**src/design/clk_ctrl_pkg.sv**
```systemverilog
// package of constants and types for the oscillator clock control block
// assumes a classic wishbone slave with 32-bit data and one word per register
// Behaviour
// - active_source_sel reports the running clock source, read only, eight codes.
// - requested_source_sel is writable, same encoding, names the next switch target.
// - both source fields load from configuration inputs at power-on reset.
// - with monitor config 01, source_switch_lock set blocks every clock switch.
// - pin_map_lock set makes pin-select writes ignored; clear lets them pass.
// - pll lock bit reads 1 when pll locked, else 0; a switch start forces 0 until lock drops before the new source is ready, or the switch ends.
// - clock_fail_flag sets on monitor failure; software reads and clears it.
// - secondary_osc_enable drives the secondary oscillator enable output.
// - software sets switch_request; hardware clears it when the switch completes.
// - control register writes need an unlock sequence before each write.
// - with recover_on_irq set, an interrupt clears reduction_enable.
// - reduction field divides instruction clock by 2^code, resets to 011.
// - reduction_enable at 1 applies the ratio, at 0 forces 1:1.
// - fast rc postscaler divides by 1,2,2,8,16,32,64,256; resets to 000.
// - pll output divider 00 /2, 01 /4 reset, 11 /8, 10 reserved.
// - pll input prescaler divides by field plus two; resets to zero.
// - pll multiplier is field plus two, resets to multiplier 50.
// - rc_trim is a six-bit two's complement trim, zero is nominal.
// - unimplemented bits read zero and ignore writes.
// - a switch toward the already active source aborts and clears the request.
// - valid switch clears lock and fail bits, waits ready then ten source edges.
// - on completion active field takes requested field, request bit clears.
package clk_ctrl_pkg;
    localparam logic [3:0] OFF_OSC_CTRL = 4'h0;
    localparam logic [3:0] OFF_CLK_DIV = 4'h4;
    localparam logic [3:0] OFF_PLL_FBD = 4'h8;
    localparam logic [3:0] OFF_RC_TUNE = 4'hC;
    localparam logic [3:0] OFF_UNLOCK = 4'h1; // key port, an address no register uses
    localparam logic [15:0] UNLOCK_KEY1 = 16'h0057;
    localparam logic [15:0] UNLOCK_KEY2 = 16'h00A8;
    // oscillator control field positions
    localparam int ACT_LSB = 12;
    localparam int REQ_LSB = 8;
    localparam int SWLOCK_BIT = 7;
    localparam int PINLOCK_BIT = 6;
    localparam int PLLLOCK_BIT = 5;
    localparam int FAIL_BIT = 3;
    localparam int SECEN_BIT = 1;
    localparam int SWREQ_BIT = 0;
    localparam logic [15:0] OSC_CTRL_MASK = 16'h77EB;
    localparam logic [15:0] OSC_CTRL_WMASK = 16'h07C3;
    // clock divisor field positions
    localparam int ROI_BIT = 15;
    localparam int DOZE_LSB = 12;
    localparam int REDUCTION_ENABLE_BIT = 11;
    localparam int RCDIV_LSB = 8;
    localparam int POST_LSB = 6;
    localparam int PRE_LSB = 0;
    localparam logic [15:0] CLK_DIV_MASK = 16'hFFDF;
    localparam logic [15:0] CLK_DIV_RESET = 16'h3040;
    localparam logic [15:0] PLL_FBD_MASK = 16'h01FF;
    localparam logic [15:0] PLL_FBD_RESET = 16'h0030;
    localparam logic [15:0] RC_TUNE_MASK = 16'h003F;
    localparam logic [15:0] RC_TUNE_RESET = 16'h0000;
    localparam logic [1:0] MON_SWITCH_ONLY = 2'b01;
    localparam logic [1:0] POST_RESERVED = 2'b10;
    localparam logic [3:0] SETTLE_CYCLES = 4'd10;
    typedef enum logic [2:0] {
        SRC_FRC = 3'b000, SRC_FRC_PLL = 3'b001, SRC_PRI = 3'b010, SRC_PRI_PLL = 3'b011,
        SRC_SEC = 3'b100, SRC_LOW_POWER_INTERNAL_RC = 3'b101, SRC_FRC_16 = 3'b110, SRC_FRC_N = 3'b111
    } source_t;
    typedef enum logic [1:0] {SW_IDLE = 2'b00, SW_READY = 2'b01, SW_SETTLE = 2'b11} switch_state_t;
    typedef struct packed {
        logic [7:0] cpuDivLog2;
        logic [8:0] rcDivide;
        logic [3:0] pllOutDiv;
        logic [5:0] pllInDiv;
        logic [9:0] pllMult;
        logic [5:0] rcTrim;
    } clock_setup_t;
endpackage

```
**src/design/settle_counter.sv**
```systemverilog
// counts edges of the new source, after synchronising them to clk_sys
// assumes the source edge input is a slow toggling level
`timescale 1ns/1ns
module settle_counter (
    // system
    input wire logic clk_sys,
    input wire logic resetn,
    // control
    input wire logic start,
    input wire logic srcLevel,
    output logic done
);
    typedef struct packed {
        logic [2:0] sync;
        logic [3:0] count;
        logic run;
    } state_t;
    state_t stateReg;
    state_t stateNext;
    always_comb begin
        stateNext = stateReg;
        stateNext.sync = {stateReg.sync[1:0], srcLevel};
        if (start) begin
            stateNext.run = 1'b1;
            stateNext.count = 4'h0;
        end else if (stateReg.run && (stateReg.sync[2] ^ stateReg.sync[1])) begin
            // only sync[1] and sync[2] are compared; sync[0] feeds sync[1] only
            stateNext.count = stateReg.count + 4'h1;
            if (stateReg.count + 4'h1 == clk_ctrl_pkg::SETTLE_CYCLES)
                stateNext.run = 1'b0;
        end
    end
    always_ff @(posedge clk_sys) begin
        if (!resetn)
            stateReg <= '0;
        else
            stateReg <= stateNext;
    end
    assign done = !stateReg.run && (stateReg.count == clk_ctrl_pkg::SETTLE_CYCLES) && !start;
endmodule

```
**src/design/osc_clock_control.sv**
```systemverilog
// oscillator clock control registers and switch sequencer behind wishbone
// assumes analog oscillators, pll and fail-safe monitor outside; strobes synchronous
`timescale 1ns/1ns
module osc_clock_control (
    // system
    input wire logic clk_sys,
    input wire logic resetn,
    input wire logic porEvent,
    // wishbone slave
    input wire logic wb_cyc_i,
    input wire logic wb_stb_i,
    input wire logic wb_we_i,
    input wire logic [3:0] wb_adr_i,
    input wire logic [3:0] wb_sel_i,
    input wire logic [31:0] wb_dat_i,
    output logic [31:0] wb_dat_o,
    output logic wb_ack_o,
    // configuration straps
    input wire logic [2:0] cfgInitSource,
    input wire logic [1:0] switchMonitorConfig,
    // oscillator and monitor status
    input wire logic pllLocked,
    input wire logic clockFailure,
    input wire logic sourceReady,
    input wire logic newSourceClk,
    input wire logic irqEvent,
    // pin-select write gate
    input wire logic pinSelWriteReq,
    output logic pinSelWriteAllow,
    // clock controls out
    output logic [2:0] activeSource,
    output logic [2:0] targetSource,
    output logic secondaryOscEnable,
    output logic reductionActive,
    output logic switchBusy,
    output clk_ctrl_pkg::clock_setup_t clockSetup
);
    typedef struct packed {
        logic [2:0] act;
        logic [2:0] req;
        logic swLock;
        logic pinLock;
        logic fail;
        logic secEn;
        logic swReq;
        logic [15:0] clock_divisor;
        logic [8:0] fbd;
        logic [5:0] trim;
        logic [1:0] unlockStep;
        clk_ctrl_pkg::switch_state_t sw;
        logic ack;
        logic [31:0] rdata;
        logic lockClear;
    } state_t;
    state_t stateReg;
    state_t stateNext;
    logic access;
    logic wrLow;
    logic [15:0] wdata;
    logic [15:0] oscView;
    logic settleStart;
    logic settleDone;
    logic pllLockRead;
    logic switchingEnabled;
    logic [2:0] doze;
    logic [2:0] rcDiv;
    logic [1:0] post;
    settle_counter settle (
        .clk_sys(clk_sys),
        .resetn(resetn),
        .start(settleStart),
        .srcLevel(newSourceClk),
        .done(settleDone)
    );
    assign access = wb_cyc_i && wb_stb_i && !stateReg.ack;
    assign wrLow = access && wb_we_i && (wb_sel_i[1:0] == 2'b11);
    assign wdata = wb_dat_i[15:0];
    assign switchingEnabled = !switchMonitorConfig[1];
    assign pllLockRead = pllLocked && !stateReg.lockClear;
    assign oscView = {1'b0, stateReg.act, 1'b0, stateReg.req, stateReg.swLock, stateReg.pinLock,
        pllLockRead, 1'b0, stateReg.fail, 1'b0, stateReg.secEn, stateReg.swReq};
    assign settleStart = (stateReg.sw == clk_ctrl_pkg::SW_READY) && sourceReady;
    always_comb begin
        stateNext = stateReg;
        stateNext.ack = access;
        stateNext.rdata = 32'h0000_0000;
        if (access && !wb_we_i) begin
            unique case (wb_adr_i)
                clk_ctrl_pkg::OFF_OSC_CTRL: stateNext.rdata = {16'h0000, oscView};
                clk_ctrl_pkg::OFF_CLK_DIV: stateNext.rdata = {16'h0000, stateReg.clock_divisor & clk_ctrl_pkg::CLK_DIV_MASK};
                clk_ctrl_pkg::OFF_PLL_FBD: stateNext.rdata = {23'h00_0000, stateReg.fbd};
                clk_ctrl_pkg::OFF_RC_TUNE: stateNext.rdata = {26'h000_0000, stateReg.trim};
                default: stateNext.rdata = 32'h0000_0000;
            endcase
        end
        // unlock keys are written to the unimplemented index 1; any other write breaks the chain
        if (wrLow && wb_adr_i == clk_ctrl_pkg::OFF_UNLOCK) begin
            if (wdata == clk_ctrl_pkg::UNLOCK_KEY1)
                stateNext.unlockStep = 2'd1;
            else if (wdata == clk_ctrl_pkg::UNLOCK_KEY2 && stateReg.unlockStep == 2'd1)
                stateNext.unlockStep = 2'd2;
            else
                stateNext.unlockStep = 2'd0;
        end else if (access && wb_we_i) begin
            stateNext.unlockStep = 2'd0;
        end
        if (wrLow && wb_adr_i == clk_ctrl_pkg::OFF_OSC_CTRL && stateReg.unlockStep == 2'd2) begin
            if (stateReg.sw == clk_ctrl_pkg::SW_IDLE)
                stateNext.req = wdata[clk_ctrl_pkg::REQ_LSB +: 3];
            stateNext.swLock = wdata[clk_ctrl_pkg::SWLOCK_BIT] | stateReg.swLock;
            stateNext.pinLock = wdata[clk_ctrl_pkg::PINLOCK_BIT];
            stateNext.secEn = wdata[clk_ctrl_pkg::SECEN_BIT];
            if (!wdata[clk_ctrl_pkg::FAIL_BIT])
                stateNext.fail = 1'b0;
            if (wdata[clk_ctrl_pkg::SWREQ_BIT] && switchingEnabled)
                stateNext.swReq = 1'b1;
            if (!wdata[clk_ctrl_pkg::SWLOCK_BIT] && switchMonitorConfig == clk_ctrl_pkg::MON_SWITCH_ONLY)
                stateNext.swLock = 1'b0;
        end
        if (wrLow && wb_adr_i == clk_ctrl_pkg::OFF_CLK_DIV) begin
            stateNext.clock_divisor = wdata & clk_ctrl_pkg::CLK_DIV_MASK;
            if (wdata[clk_ctrl_pkg::POST_LSB +: 2] == clk_ctrl_pkg::POST_RESERVED)
                stateNext.clock_divisor[clk_ctrl_pkg::POST_LSB +: 2] = stateReg.clock_divisor[clk_ctrl_pkg::POST_LSB +: 2];
        end
        if (wrLow && wb_adr_i == clk_ctrl_pkg::OFF_PLL_FBD)
            stateNext.fbd = wdata[8:0];
        if (wrLow && wb_adr_i == clk_ctrl_pkg::OFF_RC_TUNE)
            stateNext.trim = wdata[5:0];
        if (irqEvent && stateReg.clock_divisor[clk_ctrl_pkg::ROI_BIT])
            stateNext.clock_divisor[clk_ctrl_pkg::REDUCTION_ENABLE_BIT] = 1'b0;
        unique case (stateReg.sw)
            clk_ctrl_pkg::SW_IDLE: begin
                if (stateReg.swReq) begin
                    if (stateReg.req == stateReg.act || (stateReg.swLock &&
                        switchMonitorConfig == clk_ctrl_pkg::MON_SWITCH_ONLY)) begin
                        stateNext.swReq = 1'b0;
                    end else begin
                        stateNext.fail = 1'b0;
                        stateNext.lockClear = 1'b1;
                        stateNext.sw = clk_ctrl_pkg::SW_READY;
                    end
                end
            end
            clk_ctrl_pkg::SW_READY: begin
                if (pllLocked == 1'b0)
                    stateNext.lockClear = 1'b0;
                if (sourceReady)
                    stateNext.sw = clk_ctrl_pkg::SW_SETTLE;
            end
            clk_ctrl_pkg::SW_SETTLE: begin
                if (settleDone) begin
                    stateNext.act = stateReg.req;
                    stateNext.swReq = 1'b0;
                    stateNext.lockClear = 1'b0;
                    stateNext.sw = clk_ctrl_pkg::SW_IDLE;
                end
            end
            default: stateNext.sw = clk_ctrl_pkg::SW_IDLE;
        endcase
        if (clockFailure)
            stateNext.fail = 1'b1;
        if (porEvent) begin
            stateNext.act = cfgInitSource;
            stateNext.req = cfgInitSource;
        end
    end
    always_ff @(posedge clk_sys) begin
        if (!resetn) begin
            stateReg <= '0;
            stateReg.clock_divisor <= clk_ctrl_pkg::CLK_DIV_RESET;
            stateReg.fbd <= clk_ctrl_pkg::PLL_FBD_RESET[8:0];
            stateReg.trim <= clk_ctrl_pkg::RC_TUNE_RESET[5:0];
            stateReg.sw <= clk_ctrl_pkg::SW_IDLE;
        end else begin
            stateReg <= stateNext;
        end
    end
    assign doze = stateReg.clock_divisor[clk_ctrl_pkg::DOZE_LSB +: 3];
    assign rcDiv = stateReg.clock_divisor[clk_ctrl_pkg::RCDIV_LSB +: 3];
    assign post = stateReg.clock_divisor[clk_ctrl_pkg::POST_LSB +: 2];
    always_comb begin
        clockSetup.cpuDivLog2 = stateReg.clock_divisor[clk_ctrl_pkg::REDUCTION_ENABLE_BIT] ? 8'(1 << doze) : 8'h01;
        unique case (rcDiv)
            3'd0: clockSetup.rcDivide = 9'd1;
            3'd1, 3'd2: clockSetup.rcDivide = 9'd2;
            3'd7: clockSetup.rcDivide = 9'd256;
            default: clockSetup.rcDivide = 9'(1 << rcDiv);
        endcase
        clockSetup.pllOutDiv = (post == 2'b11) ? 4'd8 : (post == 2'b01) ? 4'd4 : 4'd2;
        clockSetup.pllInDiv = 6'(stateReg.clock_divisor[clk_ctrl_pkg::PRE_LSB +: 5]) + 6'd2;
        clockSetup.pllMult = 10'(stateReg.fbd) + 10'd2;
        clockSetup.rcTrim = stateReg.trim;
    end
    assign wb_ack_o = stateReg.ack;
    assign wb_dat_o = stateReg.rdata;
    assign pinSelWriteAllow = pinSelWriteReq && !stateReg.pinLock;
    assign activeSource = stateReg.act;
    assign targetSource = stateReg.req;
    assign secondaryOscEnable = stateReg.secEn;
    assign reductionActive = stateReg.clock_divisor[clk_ctrl_pkg::REDUCTION_ENABLE_BIT];
    assign switchBusy = stateReg.sw != clk_ctrl_pkg::SW_IDLE;
endmodule

```
**config.mk**
```make
export PLATFORM = sky130hd
export DESIGN_NAME = osc_clock_control
export DESIGN_NICKNAME = d
export VERILOG_FILES = /design/src/design/clk_ctrl_pkg.sv /design/src/design/settle_counter.sv /design/src/design/osc_clock_control.sv
export SDC_FILE = /design/constraint.sdc
export NUM_CORES = 1
export LEC_CHECK = 0
export BUFFER_PORTS_ARGS = -buffer_cell sky130_fd_sc_hd__buf_2
export CAP_MARGIN = 20
export CORE_ASPECT_RATIO = 0.6
export CORE_MARGIN = 5
export CORE_UTILIZATION = 53
export CTS_CLUSTER_SIZE = 30
export DETAILED_ROUTE_END_ITERATION = 7
export PLACE_DENSITY = 0.85
export SLEW_MARGIN = 20
export SYNTH_ARGS = -nofsm -noshare
export SYNTH_HDL_FRONTEND = slang
export SYNTH_SLANG_ARGS = --single-unit
```
**constraint.sdc**
```tcl
create_clock -name clk_sys -period 3.3 [get_ports clk_sys]
set_input_delay 0.66 -clock clk_sys [delete_from_list [all_inputs] [get_ports clk_sys]]
set_output_delay 0.66 -clock clk_sys [all_outputs]
set_load 0.03 [all_outputs]
```
==> key figures <==
Outcome
  • Status: finished clean

Synthesis
  • Dominant cell type by area after synthesis: dfxtp_1
  • Cell Area, Synth: 3830 um^2
  • Post-synthesis sequential area ratio: 37.1%
  • Synth Instances: 417
  • Post-synth ARST share: 0%
  • Synth area leaders: dfxtp_1, mux2i_1, buf_4
  • Share of the synthesized area in the top cell type: 37.1%
  • Syn_area_per_cell: 9.18 um^2
  • Distinct cells, synth: 57
  • Post-synth top flop: dfxtp_1
  • #FFs+latches synth: 71
  • Ys Warns: 0
  • Count leader, synth: dfxtp_1
  • Synth top cells by count: dfxtp_1, buf_4, mux2i_1
  • Post-synth EDFFs: 0

GRT
  • Overflow after GRT: 0
  • Total track usage: 20.5%
  • First-pass GRT wire length: 14.6 mm
  • Largest net degree at the start of global routing: 44
  • Initial antenna violation count: 1
  • Vias in the first global route: 2929

Finish
  • Antenna cells: 0
  • Share of layout cells above drive strength 1: 28.1%
  • Post-layout nets: 552
  • Synthesis-to-layout area growth: 13.7%

Power and ir drop
  • P per Cell Area: 433 nW/um^2
  • Clock power frac: 45.1%
  • Net switching power: 0.000467 W
  • Seq pwr share: 46.5%
  • Pleak: 2.17 nW
  • Power share of the combinational group: 8.3%
  • Switching share of power: 24.8%
  • Peak supply drop: 0.309 mV
  • Cell internal pwr: 0.00142 W

STA
  • Slew HR: 59.6%
  • Highest clock rate: 418 MHz
  • Fin crit period: 2390 ps
  • Max Slew Vio Count: 0
  • Worst Skew: 3.87 ps
  • Fin Setup TNS: 0 ps
  • RSZ-0062 raised after global routing: false
  • Tcrit/Tclk final: 72.4%
  • Final-report hold violation count: 0
  • Final setup margin: 909 ps
  • Slew @ Worst Pin: 605 ps
  • Final setup vio count: 0

Clock tree
  • Root buf cell: clkbuf_16
  • CTS tree: yes
  • Number of buffers on the longest clock path: 2
  • Num Clock Sinks: 71
  • Max H-tree Level: 3
  • Num CTS Buffers: 9
  • Post-CTS Setup Inserts: 0
  • Post-cts resize count: 0
  • Clock slew at reported path FFs: 60 ps
  • Cts hold-fix bufs: 0
  • Clock Latency Late Sink: 320 ps

Placement
  • Port Buffers: 105
  • Pre-CTS setup slack: 933 ps
  • Dpl hpwl: 7.05 mm
  • RD Place Congestion: 0.845

Floorplan
  • Ports: 143
  • Core area: 7150 um^2
  • Row cnt: 24
  • Chip width: 120 um
  • Die area: 9080 um^2
  • Initial Util: 53.6%
  • Chip Height: 75.8 um

Route
  • Drt first pass iters: 5
  • Via count: 3113
  • Detailed Route WL: 9.25 mm
  • Vias/cell: 5.35
  • Final ANT Viol Nets: 0
  • Initial DRC count: 167
  • Residual DRC count: 0
  • WL/cell: 15.9 um

Setup path
  • Cell Chain, Critical Path: and3_1 > nand3_1 > or2_2 > xnor2_1 > buf_2
  • CP Launch Type: flip-flop
  • Critical path class: reg -> out
  • Slowest cell on crit path: dfxtp_1
  • CP Capture Type: output port
  • Crit Path Max Fanout: 6
  • CP peak stage delay: 440 ps
  • Critical path data required time: 2640 ps
  • Arr. time, crit path: 1730 ps

Job
  • Max Cap Violations: 0

Worst hold path
  • HP Class: reg -> reg
==> flip-flops by register name, summed over array words and instances, names as in the netlist, 3 cells and up <==
register / count
wb_dat_o: 16
oscView: 4
stateReg: 20
settle.stateReg: 6
activeSource: 3
doze: 3
targetSource: 3
rcDiv: 3
clockSetup: 6
==> cells by family after synthesis <==
family	count (synthesis)	share of synthesized area [%]
adder cells (fa/ha/maj)	9	2.94
AO/OA/AOI/OAI	43	7.61
flip-flops	71	37.1
other	1	0.0979
multiplexers	47	13.3
buffers and inverters	79	13.2
AND/OR/NAND/NOR	149	21.6
XOR/XNOR	18	4.12
==> power by group through the flow <==
stage	logic (W)	registers [W]	clock network (W)
2_1_floorplan	0.000128	0.000892	0
3_5_place_dp	0.000155	0.000895	0
4_1_cts	0.000156	0.000877	0.000861
6_report	0.000157	0.000877	0.000851
3_3_place_gp	0.000153	0.000895	0
5_1_grt	0.000169	0.000878	0.000904
==> stage by stage <==
stage / utilization [%] / instances / total power (W) / hold WS [ps] / instance area [um^2]
after floorplan: - / 435 / 0.00102 / 412 / 3900
after global placement: 57.2 / 566 / 0.00105 / 417 / 4090
after detailed placement: 57.2 / 566 / 0.00105 / 433 / 4090
after CTS: 60.9 / 582 / 0.00189 / 446 / 4350
after global routing: 60.9 / 582 / 0.00195 / 448 / 4350
final: 60.9 / 582 / 0.00189 / 443 / 4350
==> per-layer routing <==
metal / up-vias / global-route usage, % / wire length (um)
li1: 1509 / - / -
met1: 1473 / 26.4 / 4100
met2: 117 / 32.9 / 4290
met3: 12 / 7.64 / 773
met4: 2 / 5.84 / 83
met5: - / 0 / 7
==> critical path, delay by kind of cell (launching register included) <==
| family | cells | cell delay (ps) |
|---|---|---|
| XOR/XNOR | 1 | 120 |
| flip-flops | 1 | 440 |
| buffers and inverters | 1 | 210 |
| AND/OR/NAND/NOR | 3 | 630 |
==> worst paths after layout <==
path                  startpoint                  end  slack, ps  depth (start not counted)
max reg2reg             wb_ack_o         stateReg[48]       1410                          4
min reg2reg  settle.stateNext[6]  settle.stateNext[7]        440                          1
min          settle.stateNext[6]  settle.stateNext[7]        440                          1
max                 stateReg[45]       clockSetup[14]        910                          5
==> cell type report <==
cell class	instances	area [um^2]
multi-input combinational	285	1970
tap	91	114
clock buffer	9	225
timing repair buffer	106	533
clock inverter	7	40.0
inverter	13	48.8
fill	609	2800
sequential	71	1420
==> cell usage in the layout, fill, tap and decap left out, types with 3 or more instances in the layout <==
cell       count
buf_2        105
dfxtp_1       71
mux2i_1       42
nor2_1        35
nor2b_1       27
nand2_1       26
conb_1        19
a21oi_1       14
inv_1         13
and3_1        12
nand3_1       12
xnor2_1        9
xor2_1         9
ha_1           9
clkbuf_16      9
o21ai_0        5
clkinv_2       5
nor3_1         4
and2_1         4
nand4_1        4
nand2b_1       3
mux4_2         3
nor4b_1        3
nor4_1         3
a21boi_0       3
No activity file was read; power rests on OpenSTA's default activity.
